--- src/core/sapc_pkg.sv ---
// package: register map, field positions, reset values, timing and state codes
// assumes a 20 MHz system clock and an 8-bit write / 16-bit read register port
`default_nettype none
package sapc_pkg;
	// register offsets on the local address port
	localparam int ADDR_W = 3;
	localparam logic [2:0] ADDR_MODE = 3'h0;
	localparam logic [2:0] ADDR_CHAN = 3'h1;
	localparam logic [2:0] ADDR_PFMODE = 3'h2;
	localparam logic [2:0] ADDR_THRESH = 3'h3;
	localparam logic [2:0] ADDR_RESULT = 3'h4;
	localparam logic [2:0] ADDR_STATUS = 3'h5;
	// field positions
	localparam int MODE_START_BIT = 7;
	localparam int MODE_RATE_LSB = 3;
	localparam int MODE_RATE_MSB = 5;
	localparam int MODE_REF_BIT = 0;
	localparam int CHAN_MSB = 2;
	localparam int PF_EN_BIT = 7;
	localparam int PF_POL_BIT = 6;
	localparam int STAT_BUSY_BIT = 0;
	localparam int STAT_REF_READY_BIT = 1;
	localparam int RESULT_SHIFT = 6;
	localparam int RESULT_TOP = 9;
	localparam int RESULT_CMP_LSB = 2;
	localparam logic [3:0] TOP_BIT_IDX = 4'h9;
	// values after reset
	localparam logic [7:0] MODE_RST = 8'h00;
	localparam logic [2:0] CHAN_RST = 3'h0;
	localparam logic [1:0] PFMODE_RST = 2'h0;
	localparam logic [7:0] THRESH_RST = 8'h00;
	localparam logic [15:0] RESULT_RST = 16'h0000;
	// reference settling time
	localparam int REF_SETTLE_US = 14;
	localparam int CLK_MHZ = 20;
	localparam int REF_SETTLE_CYC_I = REF_SETTLE_US * CLK_MHZ;
	localparam logic [8:0] REF_SETTLE_CYC = 9'(REF_SETTLE_CYC_I);
	// cycles per bit decision for each rate code; sampling takes two bit periods
	localparam logic [7:0] RATE_BIT_CYC [0:7] = '{8'h18, 8'h14, 8'h10, 8'h0c, 8'h0a, 8'h08, 8'h06, 8'h05};
	localparam int SAMPLE_BIT_PERIODS = 2;
	typedef enum logic [2:0] {
		ST_IDLE = 3'b000,
		ST_SAMPLE = 3'b001,
		ST_TRIAL = 3'b010,
		ST_COMPARE = 3'b011,
		ST_DONE = 3'b100
	} sapc_state_t;
endpackage
`default_nettype wire

--- src/core/sapc_step_if.sv ---
// interface: step commands from the sequencer to the approximation register
// assumes both ends share clk_sys_in
`default_nettype none
interface sapc_step_if;
	logic clear;
	logic set_trial;
	logic decide;
	logic cmp_high;
	logic [3:0] bit_idx;
	logic [9:0] approx;
	modport ctrl (output clear, output set_trial, output decide, output cmp_high, output bit_idx, input approx);
	modport approximation_register (input clear, input set_trial, input decide, input cmp_high, input bit_idx, output approx);
endinterface
`default_nettype wire

--- src/core/sapc_approx.sv ---
// approximation register: sets the trial bit, then keeps or clears it
// assumes the sequencer issues one command per cycle, synchronous reset
`default_nettype none
module sapc_approx (
	input wire logic clk_sys_in,
	input wire logic sys_rst_in,
	sapc_step_if.approximation_register step
);
	logic [9:0] approx_r;

	always_ff @(posedge clk_sys_in) begin
		if (sys_rst_in) begin
			approx_r <= 10'h000;
		end else if (step.clear) begin
			approx_r <= 10'h000;
		end else if (step.set_trial) begin
			approx_r[step.bit_idx] <= 1'b1;
		end else if (step.decide) begin
			approx_r[step.bit_idx] <= step.cmp_high;
		end
	end

	assign step.approx = approx_r;
endmodule // sapc_approx
`default_nettype wire

--- src/core/sapc_control.sv ---
// top: register port, conversion sequencer, result latch, end-of-conversion pulse
// assumes an external comparator answering the trial code on adc_tap_out
`default_nettype none
module sapc_control (
	input wire logic clk_sys_in,
	input wire logic sys_rst_in,
	input wire logic [2:0] reg_addr_in,
	input wire logic [7:0] reg_wdata_in,
	input wire logic reg_wr_in,
	input wire logic reg_rd_in,
	output logic [15:0] reg_rdata_out,
	input wire logic cmp_high_in,
	output logic [2:0] adc_channel_out,
	output logic adc_sample_out,
	output logic [9:0] adc_tap_out,
	output logic ref_power_out,
	output logic conv_power_out,
	output logic conversion_end_irq_out
);
	sapc_step_if step ();

	logic [7:0] mode_r;
	logic [2:0] chan_r;
	logic [1:0] pfmode_r;
	logic [7:0] thresh_r;
	logic [15:0] result_r;
	logic [15:0] rdata_r;
	logic irq_r;
	logic sample_r;
	logic cmp_meta_r;
	logic cmp_sync_r;
	logic [8:0] ref_cnt_r;
	logic [7:0] cnt_r;
	logic [7:0] cnt_nxt;
	logic [3:0] bit_idx_r;
	sapc_pkg::sapc_state_t state_r;
	sapc_pkg::sapc_state_t state_nxt;
	logic ctrl_wr;
	logic end_ok;
	logic pf_pass;
	logic [7:0] bit_cyc;
	logic [7:0] samp_cyc;
	logic [7:0] hi_bits;

	function automatic logic is_ctrl_addr(input logic [2:0] a);
		is_ctrl_addr = (a == sapc_pkg::ADDR_MODE) || (a == sapc_pkg::ADDR_CHAN) ||
			(a == sapc_pkg::ADDR_PFMODE) || (a == sapc_pkg::ADDR_THRESH);
	endfunction

	function automatic logic [7:0] rate_cycles(input logic [7:0] mode);
		rate_cycles = sapc_pkg::RATE_BIT_CYC[mode[sapc_pkg::MODE_RATE_MSB:sapc_pkg::MODE_RATE_LSB]];
	endfunction

	assign ctrl_wr = reg_wr_in && is_ctrl_addr(reg_addr_in);
	assign bit_cyc = rate_cycles(mode_r);
	assign samp_cyc = 8'(sapc_pkg::SAMPLE_BIT_PERIODS * int'(rate_cycles(mode_r)));
	assign hi_bits = step.approx[sapc_pkg::RESULT_TOP:sapc_pkg::RESULT_CMP_LSB];
	assign end_ok = (state_r == sapc_pkg::ST_DONE) && !ctrl_wr;

	// interrupt qualification
	always_comb begin
		if (!pfmode_r[1]) begin
			pf_pass = 1'b1;
		end else if (pfmode_r[0]) begin
			pf_pass = hi_bits < thresh_r;
		end else begin
			pf_pass = hi_bits >= thresh_r;
		end
	end

	// register writes
	always_ff @(posedge clk_sys_in) begin
		if (sys_rst_in) begin
			mode_r <= sapc_pkg::MODE_RST;
			chan_r <= sapc_pkg::CHAN_RST;
			pfmode_r <= sapc_pkg::PFMODE_RST;
			thresh_r <= sapc_pkg::THRESH_RST;
		end else if (reg_wr_in) begin
			case (reg_addr_in)
				sapc_pkg::ADDR_MODE: begin
					mode_r <= {reg_wdata_in[sapc_pkg::MODE_START_BIT], 1'b0,
						reg_wdata_in[sapc_pkg::MODE_RATE_MSB:sapc_pkg::MODE_RATE_LSB], 2'b00,
						reg_wdata_in[sapc_pkg::MODE_REF_BIT]};
				end
				sapc_pkg::ADDR_CHAN: begin
					chan_r <= reg_wdata_in[sapc_pkg::CHAN_MSB:0];
				end
				sapc_pkg::ADDR_PFMODE: begin
					pfmode_r <= {reg_wdata_in[sapc_pkg::PF_EN_BIT], reg_wdata_in[sapc_pkg::PF_POL_BIT]};
				end
				sapc_pkg::ADDR_THRESH: begin
					thresh_r <= reg_wdata_in;
				end
				default: begin
				end
			endcase
		end
	end

	// register reads, answered in the following cycle only
	always_ff @(posedge clk_sys_in) begin
		if (sys_rst_in) begin
			rdata_r <= 16'h0000;
		end else if (reg_rd_in) begin
			case (reg_addr_in)
				sapc_pkg::ADDR_MODE: rdata_r <= {8'h00, mode_r};
				sapc_pkg::ADDR_CHAN: rdata_r <= {13'h0000, chan_r};
				sapc_pkg::ADDR_PFMODE: rdata_r <= {8'h00, pfmode_r, 6'h00};
				sapc_pkg::ADDR_THRESH: rdata_r <= {8'h00, thresh_r};
				sapc_pkg::ADDR_RESULT: rdata_r <= result_r;
				sapc_pkg::ADDR_STATUS: begin
					rdata_r <= {14'h0000, ref_cnt_r == sapc_pkg::REF_SETTLE_CYC, state_r != sapc_pkg::ST_IDLE};
				end
				default: rdata_r <= 16'h0000;
			endcase
		end else begin
			rdata_r <= 16'h0000;
		end
	end

	// reference settling counter, reported in status
	always_ff @(posedge clk_sys_in) begin
		if (sys_rst_in) begin
			ref_cnt_r <= 9'h000;
		end else if (!mode_r[sapc_pkg::MODE_REF_BIT]) begin
			ref_cnt_r <= 9'h000;
		end else if (ref_cnt_r != sapc_pkg::REF_SETTLE_CYC) begin
			ref_cnt_r <= ref_cnt_r + 9'h001;
		end
	end

	// comparator synchroniser
	always_ff @(posedge clk_sys_in) begin
		if (sys_rst_in) begin
			cmp_meta_r <= 1'b0;
			cmp_sync_r <= 1'b0;
		end else begin
			cmp_meta_r <= cmp_high_in;
			cmp_sync_r <= cmp_meta_r;
		end
	end

	// sequencer next state
	always_comb begin
		state_nxt = state_r;
		cnt_nxt = cnt_r;
		if (ctrl_wr) begin
			state_nxt = sapc_pkg::ST_IDLE;
		end else begin
			case (state_r)
				sapc_pkg::ST_IDLE: begin
					if (mode_r[sapc_pkg::MODE_START_BIT]) begin
						state_nxt = sapc_pkg::ST_SAMPLE;
						cnt_nxt = samp_cyc - 8'h01;
					end
				end
				sapc_pkg::ST_SAMPLE: begin
					if (cnt_r == 8'h00) begin
						state_nxt = sapc_pkg::ST_TRIAL;
					end else begin
						cnt_nxt = cnt_r - 8'h01;
					end
				end
				sapc_pkg::ST_TRIAL: begin
					state_nxt = sapc_pkg::ST_COMPARE;
					cnt_nxt = bit_cyc - 8'h01;
				end
				sapc_pkg::ST_COMPARE: begin
					if (cnt_r != 8'h00) begin
						cnt_nxt = cnt_r - 8'h01;
					end else if (bit_idx_r == 4'h0) begin
						state_nxt = sapc_pkg::ST_DONE;
					end else begin
						state_nxt = sapc_pkg::ST_TRIAL;
					end
				end
				sapc_pkg::ST_DONE: begin
					if (mode_r[sapc_pkg::MODE_START_BIT]) begin
						state_nxt = sapc_pkg::ST_SAMPLE;
						cnt_nxt = samp_cyc - 8'h01;
					end else begin
						state_nxt = sapc_pkg::ST_IDLE;
					end
				end
				default: begin
					state_nxt = sapc_pkg::ST_IDLE;
				end
			endcase
		end
	end

	always_ff @(posedge clk_sys_in) begin
		if (sys_rst_in) begin
			state_r <= sapc_pkg::ST_IDLE;
			cnt_r <= 8'h00;
		end else begin
			state_r <= state_nxt;
			cnt_r <= cnt_nxt;
		end
	end

	// bit index walks from the top bit down
	always_ff @(posedge clk_sys_in) begin
		if (sys_rst_in) begin
			bit_idx_r <= sapc_pkg::TOP_BIT_IDX;
		end else if (state_r == sapc_pkg::ST_SAMPLE) begin
			bit_idx_r <= sapc_pkg::TOP_BIT_IDX;
		end else if (step.decide && bit_idx_r != 4'h0) begin
			bit_idx_r <= bit_idx_r - 4'h1;
		end
	end

	// sample switch closed only while sampling, open means hold
	always_ff @(posedge clk_sys_in) begin
		if (sys_rst_in) begin
			sample_r <= 1'b0;
		end else begin
			sample_r <= state_nxt == sapc_pkg::ST_SAMPLE;
		end
	end

	// result latch, overwritten on every accepted completion
	always_ff @(posedge clk_sys_in) begin
		if (sys_rst_in) begin
			result_r <= sapc_pkg::RESULT_RST;
		end else if (end_ok) begin
			result_r <= {step.approx, 6'h00};
		end
	end

	always_ff @(posedge clk_sys_in) begin
		if (sys_rst_in) begin
			irq_r <= 1'b0;
		end else begin
			irq_r <= end_ok && pf_pass;
		end
	end

	assign step.clear = state_r == sapc_pkg::ST_SAMPLE;
	assign step.set_trial = (state_r == sapc_pkg::ST_TRIAL) && !ctrl_wr;
	assign step.decide = (state_r == sapc_pkg::ST_COMPARE) && (cnt_r == 8'h00) && !ctrl_wr;
	assign step.cmp_high = cmp_sync_r;
	assign step.bit_idx = bit_idx_r;

	sapc_approx u_approx (
		.clk_sys_in(clk_sys_in),
		.sys_rst_in(sys_rst_in),
		.step(step)
	);

	assign reg_rdata_out = rdata_r;
	assign adc_channel_out = chan_r;
	assign adc_sample_out = sample_r;
	assign adc_tap_out = step.approx;
	assign ref_power_out = mode_r[sapc_pkg::MODE_REF_BIT];
	assign conv_power_out = mode_r[sapc_pkg::MODE_START_BIT];
	assign conversion_end_irq_out = irq_r;

	// checks
	property p_plain_irq;
		@(posedge clk_sys_in) disable iff (sys_rst_in)
		(end_ok && !pfmode_r[1]) |=> conversion_end_irq_out;
	endproperty
	a_plain_irq: assert property (p_plain_irq) else $error("plain conversion end gave no interrupt");

	property p_pf_ge;
		@(posedge clk_sys_in) disable iff (sys_rst_in)
		(state_r == sapc_pkg::ST_DONE && pfmode_r == 2'b10 && hi_bits < thresh_r) |=> !conversion_end_irq_out;
	endproperty
	a_pf_ge: assert property (p_pf_ge) else $error("interrupt below threshold with polarity 0");

	property p_pf_lt;
		@(posedge clk_sys_in) disable iff (sys_rst_in)
		(end_ok && pfmode_r == 2'b11) |=> (conversion_end_irq_out == ($past(hi_bits) < $past(thresh_r)));
	endproperty
	a_pf_lt: assert property (p_pf_lt) else $error("polarity 1 interrupt does not match compare");

	property p_result_fmt;
		@(posedge clk_sys_in) disable iff (sys_rst_in)
		end_ok |=> (result_r == {$past(step.approx), 6'h00}) && (result_r[5:0] == 6'h00);
	endproperty
	a_result_fmt: assert property (p_result_fmt) else $error("result not latched left-justified");

	property p_end_blocked;
		@(posedge clk_sys_in) disable iff (sys_rst_in)
		(state_r == sapc_pkg::ST_DONE && ctrl_wr) |=> $stable(result_r) && !conversion_end_irq_out;
	endproperty
	a_end_blocked: assert property (p_end_blocked) else $error("control write at end did not block result");

	property p_abort;
		@(posedge clk_sys_in) disable iff (sys_rst_in)
		(ctrl_wr && state_r != sapc_pkg::ST_IDLE) |=> state_r == sapc_pkg::ST_IDLE ##1
			(state_r == (mode_r[sapc_pkg::MODE_START_BIT] ? sapc_pkg::ST_SAMPLE : sapc_pkg::ST_IDLE) || $past(ctrl_wr));
	endproperty
	a_abort: assert property (p_abort) else $error("control write did not restart conversion");

	property p_stop;
		@(posedge clk_sys_in) disable iff (sys_rst_in)
		(reg_wr_in && reg_addr_in == sapc_pkg::ADDR_MODE && !reg_wdata_in[7]) |=>
			(state_r == sapc_pkg::ST_IDLE && !adc_sample_out);
	endproperty
	a_stop: assert property (p_stop) else $error("clearing start did not stop conversion");

	property p_back_to_back;
		@(posedge clk_sys_in) disable iff (sys_rst_in)
		(state_r == sapc_pkg::ST_DONE && !ctrl_wr && mode_r[7]) |=> (state_r == sapc_pkg::ST_SAMPLE && adc_sample_out);
	endproperty
	a_back_to_back: assert property (p_back_to_back) else $error("next conversion did not follow at once");

	property p_first_trial;
		@(posedge clk_sys_in) disable iff (sys_rst_in)
		(state_r == sapc_pkg::ST_TRIAL && bit_idx_r == 4'h9 && !ctrl_wr) |=> step.approx == 10'h200;
	endproperty
	a_first_trial: assert property (p_first_trial) else $error("first trial is not half reference");

	property p_hold;
		@(posedge clk_sys_in) disable iff (sys_rst_in)
		(state_r == sapc_pkg::ST_COMPARE || state_r == sapc_pkg::ST_TRIAL) |-> !adc_sample_out;
	endproperty
	a_hold: assert property (p_hold) else $error("sample switch closed during approximation");

	property p_read_first;
		@(posedge clk_sys_in) disable iff (sys_rst_in)
		(reg_rd_in && reg_addr_in == sapc_pkg::ADDR_RESULT && end_ok) |=> reg_rdata_out == $past(result_r);
	endproperty
	a_read_first: assert property (p_read_first) else $error("coinciding read saw new result");
endmodule // sapc_control
`default_nettype wire

--- config.mk ---
export PLATFORM = sky130hd
export DESIGN_NAME = sapc_control
export DESIGN_NICKNAME = d
export VERILOG_FILES = /design/src/core/sapc_pkg.sv /design/src/core/sapc_step_if.sv /design/src/core/sapc_approx.sv /design/src/core/sapc_control.sv
export SDC_FILE = /design/constraint.sdc
export NUM_CORES = 1
export LEC_CHECK = 0
export BUFFER_PORTS_ARGS = -buffer_cell sky130_fd_sc_hd__buf_2
export CORE_ASPECT_RATIO = 1.2
export CORE_MARGIN = 5
export CORE_UTILIZATION = 40
export CTS_BUF_LIST = sky130_fd_sc_hd__clkbuf_8
export DETAILED_ROUTE_END_ITERATION = 10
export SLEW_MARGIN = 20
export SYNTH_ARGS = -nofsm -noshare
export SYNTH_HDL_FRONTEND = slang
export SYNTH_SLANG_ARGS = --single-unit
--- constraint.sdc ---
create_clock -name clk_sys_in -period 3 [get_ports clk_sys_in]
set_input_delay 0.3 -clock clk_sys_in [delete_from_list [all_inputs] [get_ports clk_sys_in]]
set_output_delay 0.3 -clock clk_sys_in [all_outputs]
set_load 0.05 [all_outputs]
==> metrics.md, run 1 <==
| Metric | Value |
|---|---|
| Max Cap Viol | 0 |
| Achievable Freq | approximately 0.41 GHz |
| PostCTS Resize Cnt | 0 |
| Chip Width | 100.9 um |
| Clock sink total | 82 |
| Finished Core Util | between 40% and 50% |
| Finished Layout Cells | 622 |
| CTS tree | done |
| Total track usage | ~16% |
| Routing usage on met3 | ~4.1% |
| Final setup viols | 0 |
| Initial DRC Count | between 100 and 150 |
| WL final | between 9000 and 10,000 um |
| Critical Path RT | between 3000 and 4000 ps |
| Top cell type by total area after synthesis | dfxtp_1 |
| R2R cell count | 8 |
| Grt ovf | 0 |
| Placed cell areas | roughly 0.0043 mm2 |
| Total CTS buffers | 9 |
| Cell area after layout | roughly 0.0045 mm2 |
| Ys flop type | dfxtp_1 |
| Period utilization | ~82% |
| CTS Buffer Depth | 2 |
| Placed insts | a little over 600 |
| Most instantiated cells after synthesis | dfxtp_1, nand2_1, a21oi_1 |
| Worst-margin pin slew | just under 800 ps |
| Status | completed |
| HPWL after DPL | around 6800 um |
| LEAKAGE | roughly 1.7 nW |
| Port buffer count | 48 |
| Router iterations before antenna repair | 4 |
| Die height | ~120 um |
| Most common cell in the netlist | dfxtp_1 |
| Area grow syn2layout | 12.51% |
| Final GP Congestion | between 0.8 and 0.9 |
| Crit path max fanout | 11 |
| Critical path launch point type | register |
| HP Class | input port to register |
| Mapped Area | a little under 0.004 mm2 |
| RSZ-0062 raised after global routing | false |
| Seq/Total Area, Yosys | 41.35% |
| Antenna viol nets, final | 0 |
| Worst Skew | approximately 5.4 ps |
| Worst slack, placed | 568.4 ps |
| Yosys Warn Count | 0 |
| Slew headroom | between 40% and 50% |
| Setup TNS | 0 ps |
| Global routing's busiest layer | met2 |
| Initial antenna violation count | 0 |
| Clock-pin slew of the registers on the worst-case setup and hold paths | ~80 ps |
| Postcts setup bufs | 0 |
| Global routing met1 resource utilization | a little over 20% |
| Core area | 0.009613 mm2 |
| Largest net degree at the start of global routing | 41 |
| Worst-Skew Late Latency | ~360 ps |
| Mapped Avg Cell Area | 8.706 um2 |
| Nets@finish | about 530 |
| Top-area cell type share of the netlist area | 41.35% |
| Critical path class | register to register |
| Synth Instances | ~460 |
| Vias | between 3,000 and 4,000 |
| Final setup margin | between 500 and 600 ps |
| Count of flip-flops with a built-in enable after synthesis | 0 |
| CTS hold repair buffers | 0 |
| Fin. max-slew vios | 0 |
| Worst setup EP type | register |
| Worst hold path depth | 2 |
| Post-synth cell types | 54 |
| Rows | 39 |
| Hold Fails Final Rpt | 0 |
| Vias in the first global route | 3,177 |
| Global-route wire length before repair | roughly 15,000 um |
| Async S/R FF share, synth | 0% |
| Die area | 0.01203 mm2 |
| H-tree depth | 3 |
| Fin crit period | between 2000 and 2500 ps |
| DRC viols | 0 |
| Crit path arrival time | between 2000 and 3000 ps |
| Post-DR vias/cell | ~5.3 |
| Initial Util | 41.30% |
| I/O pin count | 49 |
| Clk root buf | clkbuf_8 |
| Share of layout cells above drive strength 1 | between 10% and 20% |
| Area contributors post-synth | dfxtp_1, ha_1, nand2_1 |
| Peak VDD IR | about 0.00018 V |
| Grt met2 use | about 26% |
| Net Count, Synth | 490 |
| PD cells | 446.1 mW/mm2 |
| Diode count | 0 |
| Synth Register Bits | between 80 and 90 |
| DR WL/cell | about 15 um |
==> per-stage QoR <==
step                      total power [mW]  hold slack (ps)
after floorplan                      1.260            413.8
after global placement               1.305            419.8
after detailed placement             1.306            439.6
after CTS                            2.020            136.5
after global routing                 2.092            153.1
final                                1.993            149.3
==> final timing paths <==
kind,start,to,slack (ps)
hold reg to reg,result_r[15]$_SDFFE_PP0P_,result_r[15]$_SDFFE_PP0P_,450
setup reg to reg,state_r[1]$_SDFF_PP0_,cnt_r[6]$_SDFFE_PP0P_,550
setup / recovery,state_r[1]$_SDFF_PP0_,cnt_r[6]$_SDFFE_PP0P_,550
hold / removal,cmp_high_in,cmp_meta_r$_SDFF_PP0_,150
==> critical path: stages, from the launching register on <==
cell,delay [ps]
dfxtp_1,490
or3b_1,540
a21oi_1,240
ha_1,240
inv_1,100
o311ai_0,330
nand4_1,140
o211ai_1,140
a21oi_1,90
==> report_power, final <==
part | switching [mW] | internal (mW)
clock network | 0.378 | 0.334
logic | 0.107 | 0.0594
registers | 0.0145 | 1.10
==> cells by family after synthesis <==
kind of cell	after synthesis	share of synthesized area, %
simple gates	185	24.80
compound gates	97	16.20
flops	82	41.35
buf+inv	42	4.191
mux	20	5.137
fa+ha+maj	18	5.673
xor+xnor	12	2.648
==> registers in the layout, summed over array words and instances (netlist names), 3 cells and up <==
signal	flops
state_r	3
cnt_r	8
reg_rdata_out	16
bit_idx_r	4
ref_cnt_r	9
thresh_r	8
result_r	10
adc_channel_out	3
u_approx.step.approx	10
mode_r	5
==> area by class of cell <==
type | count | area [um2]
tap | 123 | 153.9
multi-input combinational | 332 | 2162
inverter | 18 | 67.56
timing repair buffer | 52 | 270.3
clock buffer | 11 | 151.4
sequential | 82 | 1642
clock inverter | 4 | 20.02
fill | 985 | 5146
==> per-layer routing <==
layer | up-vias | wire length, um
met1 | 1526 | 4202
met3 | 13 | 402
li1 | 1682 | -
met2 | 59 | 4346
met4 | 0 | 227
met5 | - | 0
==> placed cells by master (no fill, tap or decap), types with 4 or more instances in the layout <==
| master | n |
|---|---|
| inv_1 | 20 |
| o211ai_1 | 5 |
| ha_1 | 18 |
| a21oi_1 | 42 |
| dfxtp_1 | 82 |
| nand2b_1 | 5 |
| nor2_1 | 33 |
| nor3_1 | 13 |
| a211oi_1 | 8 |
| nand3_1 | 12 |
| o21ai_0 | 9 |
| buf_2 | 48 |
| nor2b_1 | 10 |
| buf_4 | 4 |
| nand2_1 | 60 |
| mux2i_1 | 17 |
| a31oi_1 | 10 |
| and3_1 | 6 |
| nand4_1 | 5 |
| a311oi_1 | 8 |
| and2_1 | 14 |
| clkbuf_8 | 11 |
| xnor2_1 | 9 |
| or3_1 | 5 |
No activity file was read; power rests on OpenSTA's default activity.
==> inputs of run 2 (changes only) <==
==> constraint.sdc (replaced) <==
create_clock -name clk_sys_in -period 2.33 [get_ports clk_sys_in]
set_input_delay 0.233 -clock clk_sys_in [delete_from_list [all_inputs] [get_ports clk_sys_in]]
set_output_delay 0.233 -clock clk_sys_in [all_outputs]
set_load 0.05 [all_outputs]
==> run 2 against run 1 <==
Clock skew is 4.1 ps higher. Critical path depth is the same. First-iteration DRC count increased by 29%. Critical endpoint unchanged. Highest routed layer unchanged.
==> metrics.md, run 2 (synthesis results as in run 1) <==
| Metric | Value |
|---|---|
| DR WL/cell | 15.05 um (was 14.76 um) |
| Clock sink total | 82 (unchanged) |
| Chip Width | 100.9 um (unchanged) |
| Hold EP | cmp_meta_r$_SDFF_PP0_ (unchanged) |
| Die area | 0.01203 mm2 (unchanged) |
| Worst Skew | 9.541 ps (was 5.448 ps) |
| Vias | 3,345 (was 3,280) |
| CTS tree | done (unchanged) |
| Rows | 39 (unchanged) |
| I/O pin count | 49 (unchanged) |
| Final GP Congestion | 0.8196 (was 0.8041) |
| Placed cell areas | 0.004378 mm2 (was 0.004295 mm2) |
| Worst hold start | cmp_high_in (unchanged) |
| HP Class | input port to register (unchanged) |
| Final setup margin | 274.0 ps (was 548.4 ps) |
| Global-route wire length before repair | 16,240 um (was 15,480 um) |
| Share of layout cells above drive strength 1 | 18.20% (was 16.03%) |
| Largest net degree at the start of global routing | 24 (was 41) |
| Fin. max-slew vios | 0 (unchanged) |
| Worst hold path depth | 2 (unchanged) |
| CTS hold repair buffers | 0 (unchanged) |
| Grt ovf | 0 (unchanged) |
| Pint | 2.092 mW (was 1.492 mW) |
| Critical path launch point type | register (unchanged) |
| CTS Buffer Depth | 2 (unchanged) |
| Max Cap Viol | 0 (unchanged) |
| LEAKAGE | 1.757 nW (was 1.678 nW) |
| Area grow syn2layout | 15.63% (was 12.51%) |
| R2R cell count | 8 (unchanged) |
| Worst-margin pin slew | 590.3 ps (was 774.9 ps) |
| Initial DRC Count | 142 (was 110) |
| Min Hold Slack | 73.92 ps (was 149.3 ps) |
| Clk pwr share | 40.1% (was 35.7%) |
| Combinational power share | 8.0% (was 8.4%) |
| Hold Fails Final Rpt | 0 (unchanged) |
| Nets@finish | 540 (was 529) |
| Register share of total power | 51.8% (was 55.9%) |
| Slew headroom | 60.44% (was 48.34%) |
| Worst setup EP type | register (unchanged) |
| Core area | 0.009613 mm2 (unchanged) |
| Total track usage | 16.75% (was 16.09%) |
| Largest register FFs | 16 (unchanged) |
| RSZ-0062 raised after global routing | false (unchanged) |
| Fin crit period | 2056 ps (was 2452 ps) |
| Period utilization | 88.24% (was 81.72%) |
| Antenna viol nets, final | 0 (unchanged) |
| Final setup viols | 0 (unchanged) |
| HPWL after DPL | 7071 um (was 6786 um) |
| Achievable Freq | 0.4864 GHz (was 0.4079 GHz) |
| R2R Path End | cnt_r[6]$_SDFFE_PP0P_ (unchanged) |
| WL final | 9542 um (was 9178 um) |
| Sw frac | 24.38% (was 25.10%) |
| Clock-pin slew of the registers on the worst-case setup and hold paths | 80 ps (about the same) |
| PD cells | 602.6 mW/mm2 (was 446.1 mW/mm2) |
| Vias in the first global route | 3,309 (was 3,177) |
| Status | completed (unchanged) |
| Post-DR vias/cell | 5.276 (was 5.273) |
| Diode count | 0 (unchanged) |
| Crit path arrival time | 2300 ps (was 2660 ps) |
| Cell area after layout | 0.004591 mm2 (was 0.004467 mm2) |
| Initial antenna violation count | 0 (unchanged) |
| Most common cell after layout, fill and taps aside | dfxtp_1 (unchanged) |
| RR Startpoint | state_r[0]$_SDFF_PP0_ (was state_r[1]$_SDFF_PP0_) |
| Switching Power | 0.6746 mW (was 0.5001 mW) |
| H-tree depth | 3 (unchanged) |
| Router iterations before antenna repair | 4 (unchanged) |
| Critical Path RT | 2570 ps (was 3210 ps) |
| Crit path max fanout | 9 (was 11) |
| DRC viols | 0 (unchanged) |
| Worst-Skew Late Latency | 360 ps (about the same) |
| Worst slack, placed | 186.2 ps (was 568.4 ps) |
| Port buffer count | 48 (unchanged) |
| Total CTS buffers | 9 (unchanged) |
| Commonest non-fill, non-tap cells in the layout | dfxtp_1, nand2_1, buf_2 (unchanged) |
| Die height | 119.1 um (unchanged) |
| Clk root buf | clkbuf_8 (unchanged) |
| Critical path class | register to register (unchanged) |
| Peak VDD IR | 0.0002868 V (was 0.0001784 V) |
| Initial Util | 41.30% (unchanged) |
| Worst R2R Setup Slack | 270 ps (was 550 ps) |
| Setup TNS | 0 ps (unchanged) |
-- run 2: cell type report --
class                      count  area [um2]
fill                         939        5022
multi-input combinational    332        2165
sequential                    82        1642
timing repair buffer          63       352.8
tap                          123       153.9
clock buffer                   9       123.9
clock inverter                 7       86.33
inverter                      18       67.56
-- run 2: worst max-delay path by stage --
stage | from | end | slack, ps | depth (start not counted)
2_1_floorplan | state_r[0]$_SDFF_PP0_ | cnt_r[6]$_SDFFE_PP0P_ | 40 | 11
3_3_place_gp | state_r[0]$_SDFF_PP0_ | cnt_r[6]$_SDFFE_PP0P_ | 230 | 8
3_5_place_dp | state_r[0]$_SDFF_PP0_ | cnt_r[4]$_SDFFE_PP0P_ | 190 | 10
4_1_cts | state_r[0]$_SDFF_PP0_ | cnt_r[4]$_SDFFE_PP0P_ | 180 | 10
5_1_grt | mode_r[3]$_SDFFE_PP0P_ | cnt_r[6]$_SDFFE_PP0P_ | 70 | 10
6_report | state_r[0]$_SDFF_PP0_ | cnt_r[6]$_SDFFE_PP0P_ | 270 | 8
-- run 2: layer usage --
layer / routed length (um) / vias to the layer above / share of wire, % / track usage (%)
met5: 0 / - / 0 / 0
met4: 155 / 0 / 1.6 / 7.066
met3: 346 / 13 / 3.6 / 2.573
met2: 4726 / 64 / 50 / 28.05
met1: 4313 / 1555 / 45 / 21.21
li1: - / 1713 / - / -
-- run 2: timing repair --
item	4_1_cts	5_1_grt
setup buffers	0	0
setup endpoints to repair	0	2
gates resized for setup	0	1
-- run 2: worst max-delay path, cell delays in order, from the launching register on --
cell and delay, ps:
dfxtp_1 320, or3b_4 440, a21oi_1 200, ha_1 230, inv_1 90, o311ai_0 320, nand4_1 130, o211ai_1 110
a21oi_1 80
-- run 2: power by group through the flow --
stage | clock (mW) | combinational (mW) | sequential [mW]
6_report | 1.11 | 0.223 | 1.43
5_1_grt | 1.20 | 0.248 | 1.44
4_1_cts | 1.14 | 0.223 | 1.43
3_5_place_dp | 0 | 0.222 | 1.47
3_3_place_gp | 0 | 0.223 | 1.47
2_1_floorplan | 0 | 0.153 | 1.47
-- run 2: through the flow --
stage | std cells | total power [mW] | utilization [%]
final | 634 | 2.767 | 47.75
after global placement | 618 | 1.688 | 45.54
after CTS | 634 | 2.799 | 47.73
after floorplan | 456 | 1.622 | -
after global routing | 634 | 2.880 | 47.75
after detailed placement | 618 | 1.689 | 45.54
